<file path="src/rtl/pspt_pkg.sv">
// Shared constants, types and states of the supply status and serial target block
package pspt_pkg;
  // Fixed upper address bits of the two serial targets
  localparam logic [3:0] MCU_ADDR_HI = 4'hb; // Monitoring controller
  localparam logic [3:0] EEP_ADDR_HI = 4'ha; // Identity memory
  // Command codes of the monitoring controller
  localparam logic [7:0] CMD_STATUS = 8'h80; // Vendor status byte
  localparam logic [7:0] CMD_NV = 8'hd0; // Storage access, then address byte
  localparam logic [7:0] CMD_FAN_CMD = 8'h21; // Unsupported fan command
  localparam logic [7:0] CMD_FAN_STAT = 8'h81; // Unsupported fan status
  localparam logic [7:0] CMD_RD_VIN = 8'h88; // Unsupported input voltage
  localparam logic [7:0] CMD_RD_IIN = 8'h89; // Unsupported input current
  localparam logic [7:0] CMD_RD_FAN1 = 8'h90; // Unsupported fan speed 1
  localparam logic [7:0] CMD_RD_FAN2 = 8'h91; // Unsupported fan speed 2
  localparam logic [7:0] CMD_RD_PIN = 8'ha3; // Unsupported input power
  localparam logic [7:0] CMD_LEG_FAN1 = 8'he0; // legacy_first_fan_query
  localparam logic [7:0] CMD_LEG_FAN2 = 8'he1; // legacy_second_fan_query
  localparam logic [7:0] CMD_LEG_VIN = 8'he2; // legacy_input_voltage_query
  localparam logic [7:0] CMD_LEG_IIN = 8'he3; // legacy_input_current_query
  localparam logic [7:0] CMD_LEG_PIN = 8'he4; // Legacy input power query
  // Storage sizes
  localparam logic [6:0] NV_SIZE = 7'h60; // 96 bytes in the controller
  localparam int EE_BYTES = 128; // Identity memory bytes
  localparam int NV_BYTES = 96; // Controller storage bytes
  localparam logic [7:0] ERASED_BYTE = 8'hff; // Reset and unmapped read value
  // Vendor status byte layout
  localparam int VS_NOIRQ_BIT = 5; // 1 while no interrupt pending
  // Synchroniser reset value: lines idle high, straps high, write protected
  localparam logic [13:0] SYNC_RST = 14'h3fff;
  // Over-temperature warning lead time
  localparam int WARN_S = 10; // Seconds of warning before shutdown
  localparam int CLK_HZ = 100_000_000; // System clock rate
  localparam int WARN_CYC = WARN_S * CLK_HZ; // Warning length in cycles
  // Status inputs from the power stage
  typedef struct packed {
    logic in_ok; // Input within limits
    logic out_on; // Main output present
    logic remote_on; // Remote on/off high
    logic ovp; // Over-voltage
    logic ocp; // Over-current
    logic ot_alarm; // Over-temperature alarm
    logic ot_fault; // Over-temperature fault
    logic irq; // Interrupt pending
  } pspt_stat_t;
  // Front indicators, 1 = lit
  typedef struct packed {
    logic input_green; // Input lamp
    logic output_green; // Output lamp
    logic fault_lamp; // Fault lamp, red
  } pspt_led_t;
  // Open-collector monitor outputs, enable high sinks the line low
  typedef struct packed {
    logic fault; // Fault line
    logic output_good_signal; // Output good line
    logic input_good_output; // Input good line
    logic temp_good; // Temperature good line
  } pspt_mon_t;
  // Serial target states, Gray along the write path
  typedef enum logic [2:0] {
    ST_IDLE = 3'b000,
    ST_ADDR = 3'b001,
    ST_ACK = 3'b011,
    ST_WR = 3'b010,
    ST_RD = 3'b110,
    ST_RACK = 3'b111
  } pspt_state_t;
endpackage

</file>
<file path="src/rtl/pspt_top.sv">
// Supply status, indicator mapping and serial bus targets of the rectifier
`timescale 1ns/100ps
module pspt_top import pspt_pkg::*; #(
  parameter int WARN_CYCLES = WARN_CYC // Warning length, shorten in simulation
) (
  input wire logic sys_clk_i, // System clock
  input wire logic resetn_i, // Synchronous reset, active low
  input wire logic scl_i, // Serial clock from host
  input wire logic sda_i, // Serial data line level
  output logic sda_o, // Serial data drive value
  output logic sda_oe_o, // Serial data drive enable
  input wire logic strap_select_high_i, // Address strap, upper
  input wire logic strap_select_mid_i, // Address strap, middle
  input wire logic strap_select_low_i, // Address strap, lower
  input wire logic write_protect_i, // High blocks identity writes
  input wire pspt_stat_t stat_i, // Power stage status
  output pspt_led_t led_o, // Front indicators
  output pspt_mon_t mon_o, // Monitor line values
  output pspt_mon_t mon_oe_o, // Monitor line sink enables
  output logic host_alert_line_o, // Alert line value
  output logic host_alert_line_oe_o, // Alert line sink enable
  output logic unit_presence_flag_o, // Presence line value
  output logic unit_presence_flag_oe_o, // Presence line sink enable
  output logic shutdown_o // Thermal shutdown request
);

  localparam logic [29:0] WARN_LAST = 30'(WARN_CYCLES - 1); // Last warning count

  // Command codes that the controller refuses
  function automatic logic unsup(input logic [7:0] c);
    unsup = (c == CMD_FAN_CMD) || (c == CMD_FAN_STAT) || (c == CMD_RD_VIN) ||
            (c == CMD_RD_IIN) || (c == CMD_RD_FAN1) || (c == CMD_RD_FAN2) ||
            (c == CMD_RD_PIN) || (c == CMD_LEG_FAN1) || (c == CMD_LEG_FAN2) ||
            (c == CMD_LEG_VIN) || (c == CMD_LEG_IIN) || (c == CMD_LEG_PIN);
  endfunction

  logic [13:0] sync1_r; // First synchroniser stage
  logic [13:0] sync2_r; // Second synchroniser stage
  logic scl_q_r; // Previous serial clock
  logic sda_q_r; // Previous serial data
  pspt_state_t st_r; // Target state
  logic [3:0] cnt_r; // Bit counter
  logic [7:0] sh_r; // Shift register
  logic eep_r; // 1 = identity memory addressed
  logic rw_r; // Read transfer
  logic [1:0] bcnt_r; // Written bytes, saturating
  logic [7:0] cmd_r; // Last controller command
  logic [6:0] ptr_r; // Byte pointer
  logic sda_oe_r; // Data line sink
  logic [7:0] nv_r [0:NV_BYTES-1]; // Controller storage
  logic [7:0] ee_r [0:EE_BYTES-1]; // Identity storage
  logic [29:0] warn_cnt_r; // Warning time counter
  logic shut_r; // Thermal shutdown active
  pspt_led_t led_r; // Registered indicators
  pspt_mon_t mon_oe_r; // Registered monitor sinks
  logic alert_r; // Registered alert sink

  // Synchronised inputs
  wire s_scl = sync2_r[13]; // Serial clock
  wire s_sda = sync2_r[12]; // Serial data
  wire [2:0] strap = sync2_r[11:9]; // Address straps
  wire wp = sync2_r[8]; // Write protect
  pspt_stat_t st_in; // Status inputs
  assign st_in = pspt_stat_t'(sync2_r[7:0]);

  // Bus events
  wire scl_rise = s_scl & ~scl_q_r; // Clock rising edge
  wire scl_fall = ~s_scl & scl_q_r; // Clock falling edge
  wire bus_start = s_scl & scl_q_r & sda_q_r & ~s_sda; // Start or repeated start
  wire bus_stop = s_scl & scl_q_r & ~sda_q_r & s_sda; // Stop
  wire byte_end = scl_fall & (cnt_r == 4'h8); // Eighth bit finished

  // Address match against fixed bits and straps
  wire mcu_hit = (sh_r[7:1] == {MCU_ADDR_HI, strap});
  wire eep_hit = (sh_r[7:1] == {EEP_ADDR_HI, strap});

  // Write-side decisions
  wire wr_done = (st_r == ST_WR) & byte_end & ~bus_start & ~bus_stop; // Byte received
  wire wr_ack = eep_r | (bcnt_r != 2'd0) | ~unsup(sh_r);
  wire nv_we = wr_done & ~eep_r & (bcnt_r == 2'd2) & (cmd_r == CMD_NV) & (ptr_r < NV_SIZE);
  wire ee_we = wr_done & eep_r & (bcnt_r != 2'd0) & ~wp;

  // Thermal and fault conditions
  wire ot_flt = st_in.ot_fault | shut_r; // Over-temperature fault
  wire fault_cond = ~st_in.in_ok | ~st_in.out_on | ~st_in.remote_on |
                    st_in.ovp | st_in.ocp | ot_flt;

  // Vendor status byte
  wire [7:0] vendor_status_byte = {2'b00, ~st_in.irq, ~st_in.in_ok, st_in.ot_alarm,
                                   ot_flt, st_in.ocp, st_in.ovp};

  // Read data selection
  wire [7:0] mcu_byte = (cmd_r == CMD_STATUS) ? vendor_status_byte :
                        ((cmd_r == CMD_NV) && (ptr_r < NV_SIZE)) ? nv_r[ptr_r] :
                        ERASED_BYTE;
  wire [7:0] rd_byte = eep_r ? ee_r[ptr_r] : mcu_byte;

  // Two-stage synchroniser for all pin inputs
  always_ff @(posedge sys_clk_i) begin
    if (!resetn_i) begin
      sync1_r <= SYNC_RST;
      sync2_r <= SYNC_RST;
    end else begin
      sync1_r <= {scl_i, sda_i, strap_select_high_i, strap_select_mid_i,
                  strap_select_low_i, write_protect_i, stat_i};
      sync2_r <= sync1_r;
    end
  end

  // Previous line levels for edge detection
  always_ff @(posedge sys_clk_i) begin
    if (!resetn_i) begin
      scl_q_r <= 1'b1;
      sda_q_r <= 1'b1;
    end else begin
      scl_q_r <= s_scl;
      sda_q_r <= s_sda;
    end
  end

  // Serial target sequencer
  always_ff @(posedge sys_clk_i) begin
    if (!resetn_i) begin
      st_r <= ST_IDLE;
      cnt_r <= 4'h0;
      sh_r <= 8'h00;
      eep_r <= 1'b0;
      rw_r <= 1'b0;
      bcnt_r <= 2'd0;
      cmd_r <= 8'h00;
      ptr_r <= 7'h00;
      sda_oe_r <= 1'b0;
    end else if (bus_stop) begin
      // Stop ends any transfer
      st_r <= ST_IDLE;
      sda_oe_r <= 1'b0;
    end else if (bus_start) begin
      // Start opens address phase; command and pointer survive repeats
      st_r <= ST_ADDR;
      cnt_r <= 4'h0;
      bcnt_r <= 2'd0;
      sda_oe_r <= 1'b0;
    end else begin
      case (st_r)
        ST_ADDR: begin
          if (scl_rise) begin
            sh_r <= {sh_r[6:0], s_sda};
            cnt_r <= 4'(cnt_r + 4'h1);
          end else if (byte_end) begin
            if (mcu_hit || eep_hit) begin
              // Matching address is acknowledged
              st_r <= ST_ACK;
              eep_r <= eep_hit;
              rw_r <= sh_r[0];
              sda_oe_r <= 1'b1;
            end else begin
              st_r <= ST_IDLE;
            end
          end
        end
        ST_ACK: begin
          if (scl_fall) begin
            // Release acknowledge, then receive or send
            cnt_r <= 4'h0;
            if (rw_r) begin
              st_r <= ST_RD;
              sh_r <= rd_byte;
              sda_oe_r <= ~rd_byte[7];
            end else begin
              st_r <= ST_WR;
              sda_oe_r <= 1'b0;
            end
          end
        end
        ST_WR: begin
          if (scl_rise) begin
            sh_r <= {sh_r[6:0], s_sda};
            cnt_r <= 4'(cnt_r + 4'h1);
          end else if (byte_end) begin
            if (bcnt_r != 2'd2) begin
              bcnt_r <= 2'(bcnt_r + 2'd1);
            end
            // Command, address and pointer handling
            if (eep_r) begin
              ptr_r <= (bcnt_r == 2'd0) ? sh_r[6:0] : 7'(ptr_r + 7'h1);
            end else if (bcnt_r == 2'd0) begin
              cmd_r <= sh_r;
            end else if (cmd_r == CMD_NV) begin
              ptr_r <= (bcnt_r == 2'd1) ? sh_r[6:0] : 7'(ptr_r + 7'h1);
            end
            if (wr_ack) begin
              st_r <= ST_ACK;
              sda_oe_r <= 1'b1;
            end else begin
              st_r <= ST_IDLE;
            end
          end
        end
        ST_RD: begin
          if (scl_rise) begin
            cnt_r <= 4'(cnt_r + 4'h1);
          end else if (byte_end) begin
            // Byte sent, release for host acknowledge
            st_r <= ST_RACK;
            sda_oe_r <= 1'b0;
            ptr_r <= 7'(ptr_r + 7'h1);
          end else if (scl_fall) begin
            sh_r <= {sh_r[6:0], 1'b0};
            sda_oe_r <= ~sh_r[6];
          end
        end
        ST_RACK: begin
          if (scl_rise && s_sda) begin
            st_r <= ST_IDLE; // Host ended the read
          end else if (scl_fall) begin
            st_r <= ST_RD;
            cnt_r <= 4'h0;
            sh_r <= rd_byte;
            sda_oe_r <= ~rd_byte[7];
          end
        end
        default: begin
          st_r <= ST_IDLE;
          sda_oe_r <= 1'b0;
        end
      endcase
    end
  end

  // Controller storage
  always_ff @(posedge sys_clk_i) begin
    if (!resetn_i) begin
      for (int i = 0; i < NV_BYTES; i++) begin
        nv_r[i] <= ERASED_BYTE;
      end
    end else if (nv_we) begin
      nv_r[ptr_r] <= sh_r;
    end
  end

  // Identity storage
  always_ff @(posedge sys_clk_i) begin
    if (!resetn_i) begin
      for (int i = 0; i < EE_BYTES; i++) begin
        ee_r[i] <= ERASED_BYTE;
      end
    end else if (ee_we) begin
      ee_r[ptr_r] <= sh_r;
    end
  end

  // Thermal warning timer and shutdown
  always_ff @(posedge sys_clk_i) begin
    if (!resetn_i) begin
      warn_cnt_r <= 30'h0;
      shut_r <= 1'b0;
    end else if (!st_in.ot_alarm) begin
      warn_cnt_r <= 30'h0; // Recovered, restart allowed
      shut_r <= 1'b0;
    end else if (!shut_r) begin
      warn_cnt_r <= 30'(warn_cnt_r + 30'h1);
      shut_r <= (warn_cnt_r == WARN_LAST);
    end
  end

  // Indicator and monitor mapping
  always_ff @(posedge sys_clk_i) begin
    if (!resetn_i) begin
      led_r <= '0;
      mon_oe_r <= '0;
      alert_r <= 1'b0;
    end else begin
      led_r.input_green <= st_in.in_ok;
      led_r.output_green <= ~fault_cond;
      led_r.fault_lamp <= fault_cond;
      mon_oe_r.fault <= fault_cond;
      mon_oe_r.output_good_signal <= fault_cond;
      mon_oe_r.input_good_output <= ~st_in.in_ok;
      mon_oe_r.temp_good <= st_in.ot_alarm | ot_flt;
      alert_r <= st_in.irq;
    end
  end

  // Output drive
  assign sda_o = 1'b0;
  assign sda_oe_o = sda_oe_r;
  assign led_o = led_r;
  assign mon_o = '0;
  assign mon_oe_o = mon_oe_r;
  assign host_alert_line_o = 1'b0;
  assign host_alert_line_oe_o = alert_r;
  assign unit_presence_flag_o = 1'b0;
  assign unit_presence_flag_oe_o = 1'b1;
  assign shutdown_o = shut_r;

endmodule

</file>
<file path="config.mk">
export PLATFORM = sky130hd
export DESIGN_NAME = pspt_top
export DESIGN_NICKNAME = d
export VERILOG_FILES = /design/src/rtl/pspt_pkg.sv /design/src/rtl/pspt_top.sv
export SDC_FILE = /design/constraint.sdc
export NUM_CORES = 2
export LEC_CHECK = 0
export BUFFER_PORTS_ARGS = -buffer_cell sky130_fd_sc_hd__clkbuf_2
export CAP_MARGIN = 0
export CORE_UTILIZATION = 45
export DETAILED_ROUTE_END_ITERATION = 10
export PLACE_DENSITY = 0.71
export SLEW_MARGIN = 20
export SYNTH_ARGS = -nofsm -noshare
export SYNTH_HDL_FRONTEND = slang
export SYNTH_SLANG_ARGS = --single-unit
</file>
<file path="constraint.sdc">
create_clock -name sys_clk_i -period 4.65 [get_ports sys_clk_i]
set_clock_uncertainty 0.15 [all_clocks]
set_input_delay 0.93 -clock sys_clk_i [delete_from_list [all_inputs] [get_ports sys_clk_i]]
set_output_delay 0.93 -clock sys_clk_i [all_outputs]
set_load 0.05 [all_outputs]
</file>
### Yosys cells after proc, flatten, opt, wreduce, memory -nomap -nowiden

Memory sizes are Yosys's and may differ from the RTL's. A register that Yosys moved wholly into a read port is not among the register bits.
Cells that the tools add are included.

| cells by class | value |
|---|---|
| add/sub/neg operators | 4 |
| order comparisons | 1 |
| eq/ne operators | 56 |
| mux-type cells | 78 |
| bitwise logic cells | 45 |
| reduce and logical (&&, ||, !) cells | 38 |

Operator list:

| kind | number |
|---|---|
| 2-to-1 mux 7 bit | 15 |
| equality test 8 bit, second input constant | 13 |
| 2-to-1 mux 8 bit | 13 |
| != test 3 bit, second input constant | 11 |
| case mux 8 bit (4 select lines) | 1 |
| adder 30 x 1 -> 30 bit, second input constant | 1 |
| equality test 30 bit, second input constant | 1 |
| 2-to-1 mux 3 bit | 10 |
| != test 2 bit, second input constant | 15 |
| 2-to-1 mux 1 bit | 24 |
| AND reduction 11 bit | 2 |
| AND 1 bit | 18 |
| NOT 1 bit | 18 |
| 2-to-1 mux 4 bit | 4 |
| AND reduction 8 bit | 2 |
| OR reduction 8 bit | 2 |
| case mux 3 bit (5 select lines) | 1 |
| equality test 7 bit | 2 |
| 2-to-1 mux 2 bit | 7 |
| case mux 7 bit (2 select lines) | 1 |
| logical OR 1 bit | 12 |
| case mux 4 bit (3 select lines) | 1 |
| nonzero test 2 bit | 5 |
| bitwise OR 1 bit | 9 |
| 27 further kinds | 34 |

| storage, ports and cells | value |
|---|---|
| register bits | 102 |
| memory bits (writable) | 1792 |
| input port bits | 16 |
| output and inout port bits | 18 |
| logic and storage cells | 246 |
| memories | 2 |

Memory list:

| name | words | bits a word | rd ports | clocked after memory_dff | write ports | line | RTL |
|---|---|---|---|---|---|---|---|
| ee_r | 128 | 8 | 1 | 1 | 128 | pspt_top.sv:51 | `logic [7:0] ee_r [0:EE_BYTES-1];` |
| nv_r | 96 | 8 | 1 | 1 | 96 | pspt_top.sv:50 | `logic [7:0] nv_r [0:NV_BYTES-1];` |

### Logic depth before layout (Yosys ltp)

| logic depth | value |
|---|---|
| word-level depth | 19 |
| gate-level depth with buffers | 13 |
| gate-level depth less buffers | 9 |

### Worst setup path before layout

Ideal clock, no wire load.

| timing | value |
|---|---|
| kind | input -> register |
| start point | input port resetn_i |
| end point | memory ee_r[105][0], enable pin |
| setup time | 0.384 ns |
| data arrival time | 3.364 ns |
| data required time | 4.116 ns |
| path slack | 0.752 ns |
| cell stages on the path | 9 |
| buffers on the path | 5 |
| path through | clkbuf_1 nand2_1 or4_1 buf_2 or4b_1 buf_2 buf_6 buf_2 o21ai_0 |

RTL lines:

| what | line | RTL |
|---|---|---|
| start, declared | pspt_top.sv:7 | `input wire logic resetn_i,` |
| end, declared | pspt_top.sv:51 |  |

==> metrics.md <==
| Metric | Value |
|---|---|
| Grt total ovfl | `0` |
| IO Pins | `34` |
| Post-DR vias/cell | `6.16` |
| Mapped Cells | `6455` |
| Synth Warn # | `0` |
| Crit Path Max Fanout | `33` |
| Resized cells post-CTS | `0` |
| Worst slew pin tran | `1.30 ns` |
| Initial antenna violation count | `5` |
| Num rows | `170` |
| Post-synth top area cell | `edfxtp_1` |
| EDFF count, synth | `2048` |
| Asr flop ratio synth | `0` |
| Final Hold Viols | `0` |
| Routed len/inst | `27.2 µm` |
| Max Freq | `230 MHz` |
| CTS Hold Bufs | `0` |
| Die W | `468 µm` |
| Worst hold margin | `0.0842 ns` |
| CTS sink count | `2157` |
| Share of layout cells above drive strength 1 | `0.292` |
| Iter 0 DRT Violations | `7658` |
| Crit path arrival time | `4.92 ns` |
| Synth top cells by count | `edfxtp_1, or3_1, or2_2, mux4_2, clkbuf_1` |
| CTS root buffer | `clkbuf_16` |
| Pleak | `34.3 nW` |
| Worst-Skew Late Latency | `0.89 ns` |
| Pwr Density | `386 mW/mm²` |
| Largest net degree at the start of global routing | `217` |
| Top-area cell type share of the netlist area | `0.630` |
| Placeable Area | `0.215 mm²` |
| Cts bufs inserted | `208` |
| Vias in the first global route | `57300` |
| Main area contributors after synthesis | `edfxtp_1, mux4_2, or3_1` |
| Slew Viols, Final | `0` |
| Final net count | `6570` |
| HP Start | `stat_i[2]` |
| Clock transition at the registers of the reported paths | `0.07 ns` |
| Critical Path RT | `5.23 ns` |
| Final HPWL DP | `158000 µm` |
| Setup Fix Bufs, Post-CTS | `0` |
| Post-Syn Area | `0.0976 mm²` |
| Antenna viol nets, final | `0` |
| Clk buf depth | `3` |
| Min Tclk post-route | `4.34 ns` |
| Die Y | `468 µm` |
| Global-route wire length before repair | `385000 µm` |
| Slew HR | `0.136` |
| Synth cell types | `74` |
| CP startpoint kind | `flip-flop` |
| Worst Setup End Kind | `flip-flop` |
| CP Class | `reg -> reg` |
| Setup TNS | `0 ns` |
| Dominant synthesized flop cell | `edfxtp_1` |
| Finished Core Util | `0.510` |
| Sequential share of the synthesized area | `0.652` |
| Syn Area/Cell | `15.1 µm²` |
| Final worst slack | `0.310 ns` |
| Final Wtd Congestion | `0.887` |
| Count of input and output buffers | `25` |
| Top-count cell post-synth | `edfxtp_1` |
| WL final | `260000 µm` |
| Period utilization | `0.933` |
| Outcome | `completed` |
| Final setup fails | `0` |
| Worst hold path class | `in -> reg` |
| Worst VDD drop | `0.000327 V` |
| P&R area growth vs syn | `12.3%` |
| H-tree levels | `4` |
| Post-place setup slack | `0.451 ns` |
| Initial Util | `0.454` |
| Pre-Repair DR Iteration Count | `6` |
| Yosys reg bits | `2157` |
| DR vias | `58900` |
| Max_cap viols | `0` |
| RSZ-0062 raised after global routing | `no` |
| Die Area | `0.219 mm²` |
| DRC Markers | `0` |
| CTS tree | `built` |
| GRT Overall Usage | `0.237` |
[per-layer routing]
layer	track usage	up-vias	wire [µm]
met1	0.327	30300	100000
met5	0	-	13
met3	0.0478	499	27200
li1	-	24800	-
met4	0.0828	2	9250
met2	0.373	3371	123000
[worst paths after layout]
check,end,slack (ns),depth (start not counted)
max,sh_r[4],0.31,9
min,sync1_r[2],0.08,2
max reg2reg,sh_r[4],0.31,9
min reg2reg,sync2_r[7],0.26,1
[power breakdown]
| part | internal, W | switching (W) |
|---|---|---|
| logic | 0.000621 | 0.00146 |
| clock network | 0.00980 | 0.00763 |
| registers | 0.0223 | 0.000506 |
| total | 0.0327 | 0.00960 |
[state kept, by name, indices dropped and copies added (netlist names), 2 cells and up, named ones only]
signal and cells:
nv_r 1024, sync2_r 14, ptr_r 7, sh_r 8
sync1_r 14, bcnt_r 2, ee_r 1024, cnt_r 4
mon_oe_o 3, cmd_r 8, warn_cnt_r 30, led_o 2
st_r 3
[critical path, cell delays in order (launching register included)]
cell and delay, ns:
dfxtp_4 0.96, buf_12 0.35, buf_4 0.24, mux2_2 0.35, a221oi_1 0.53, o21ai_0 0.29, nand4_1 0.15, nand3_1 0.16
a31oi_1 0.76, o22ai_1 0.17
[area by class of cell]
cell class / instances / area (µm²)
clock inverter: 137 / 1590
sequential: 2157 / 63700
fill: 17300 / 105000
inverter: 15 / 68.8
antenna: 4 / 10.0
tap: 2838 / 3550
multi-input combinational: 3827 / 32200
timing repair buffer: 338 / 3040
clock buffer: 246 / 5420
[logic make-up after synthesis]
| family | synth area share |
|---|---|
| AO/OA/AOI/OAI | 0.0221 |
| XOR/XNOR | 0.00296 |
| adder cells (fa/ha/maj) | 0.000897 |
| buffers and inverters | 0.0302 |
| flip-flops | 0.652 |
| multiplexers | 0.147 |
| other | 0.0000769 |
| AND/OR/NAND/NOR | 0.145 |
[layout by cell type (no fill, tap or decap), drive strengths merged, types with 114 or more instances in the layout]
cell	count
nand4	114
nand3	249
o21ai	135
or2	658
mux4	577
nand2	301
clkbuf	270
buf	314
nor2	118
conb	264
or3	776
mux2i	125
edfxtp	2048
[through the flow]
stage	std cells	area, µm²	total power, W
CTS	9557	110000	0.0425
detailed placement	9174	103000	0.0253
finish	9562	110000	0.0423
global placement	9173	103000	0.0252
global route	9558	110000	0.0434
floorplan	6717	98600	0.0242
(Power assumes the default switching activity.)
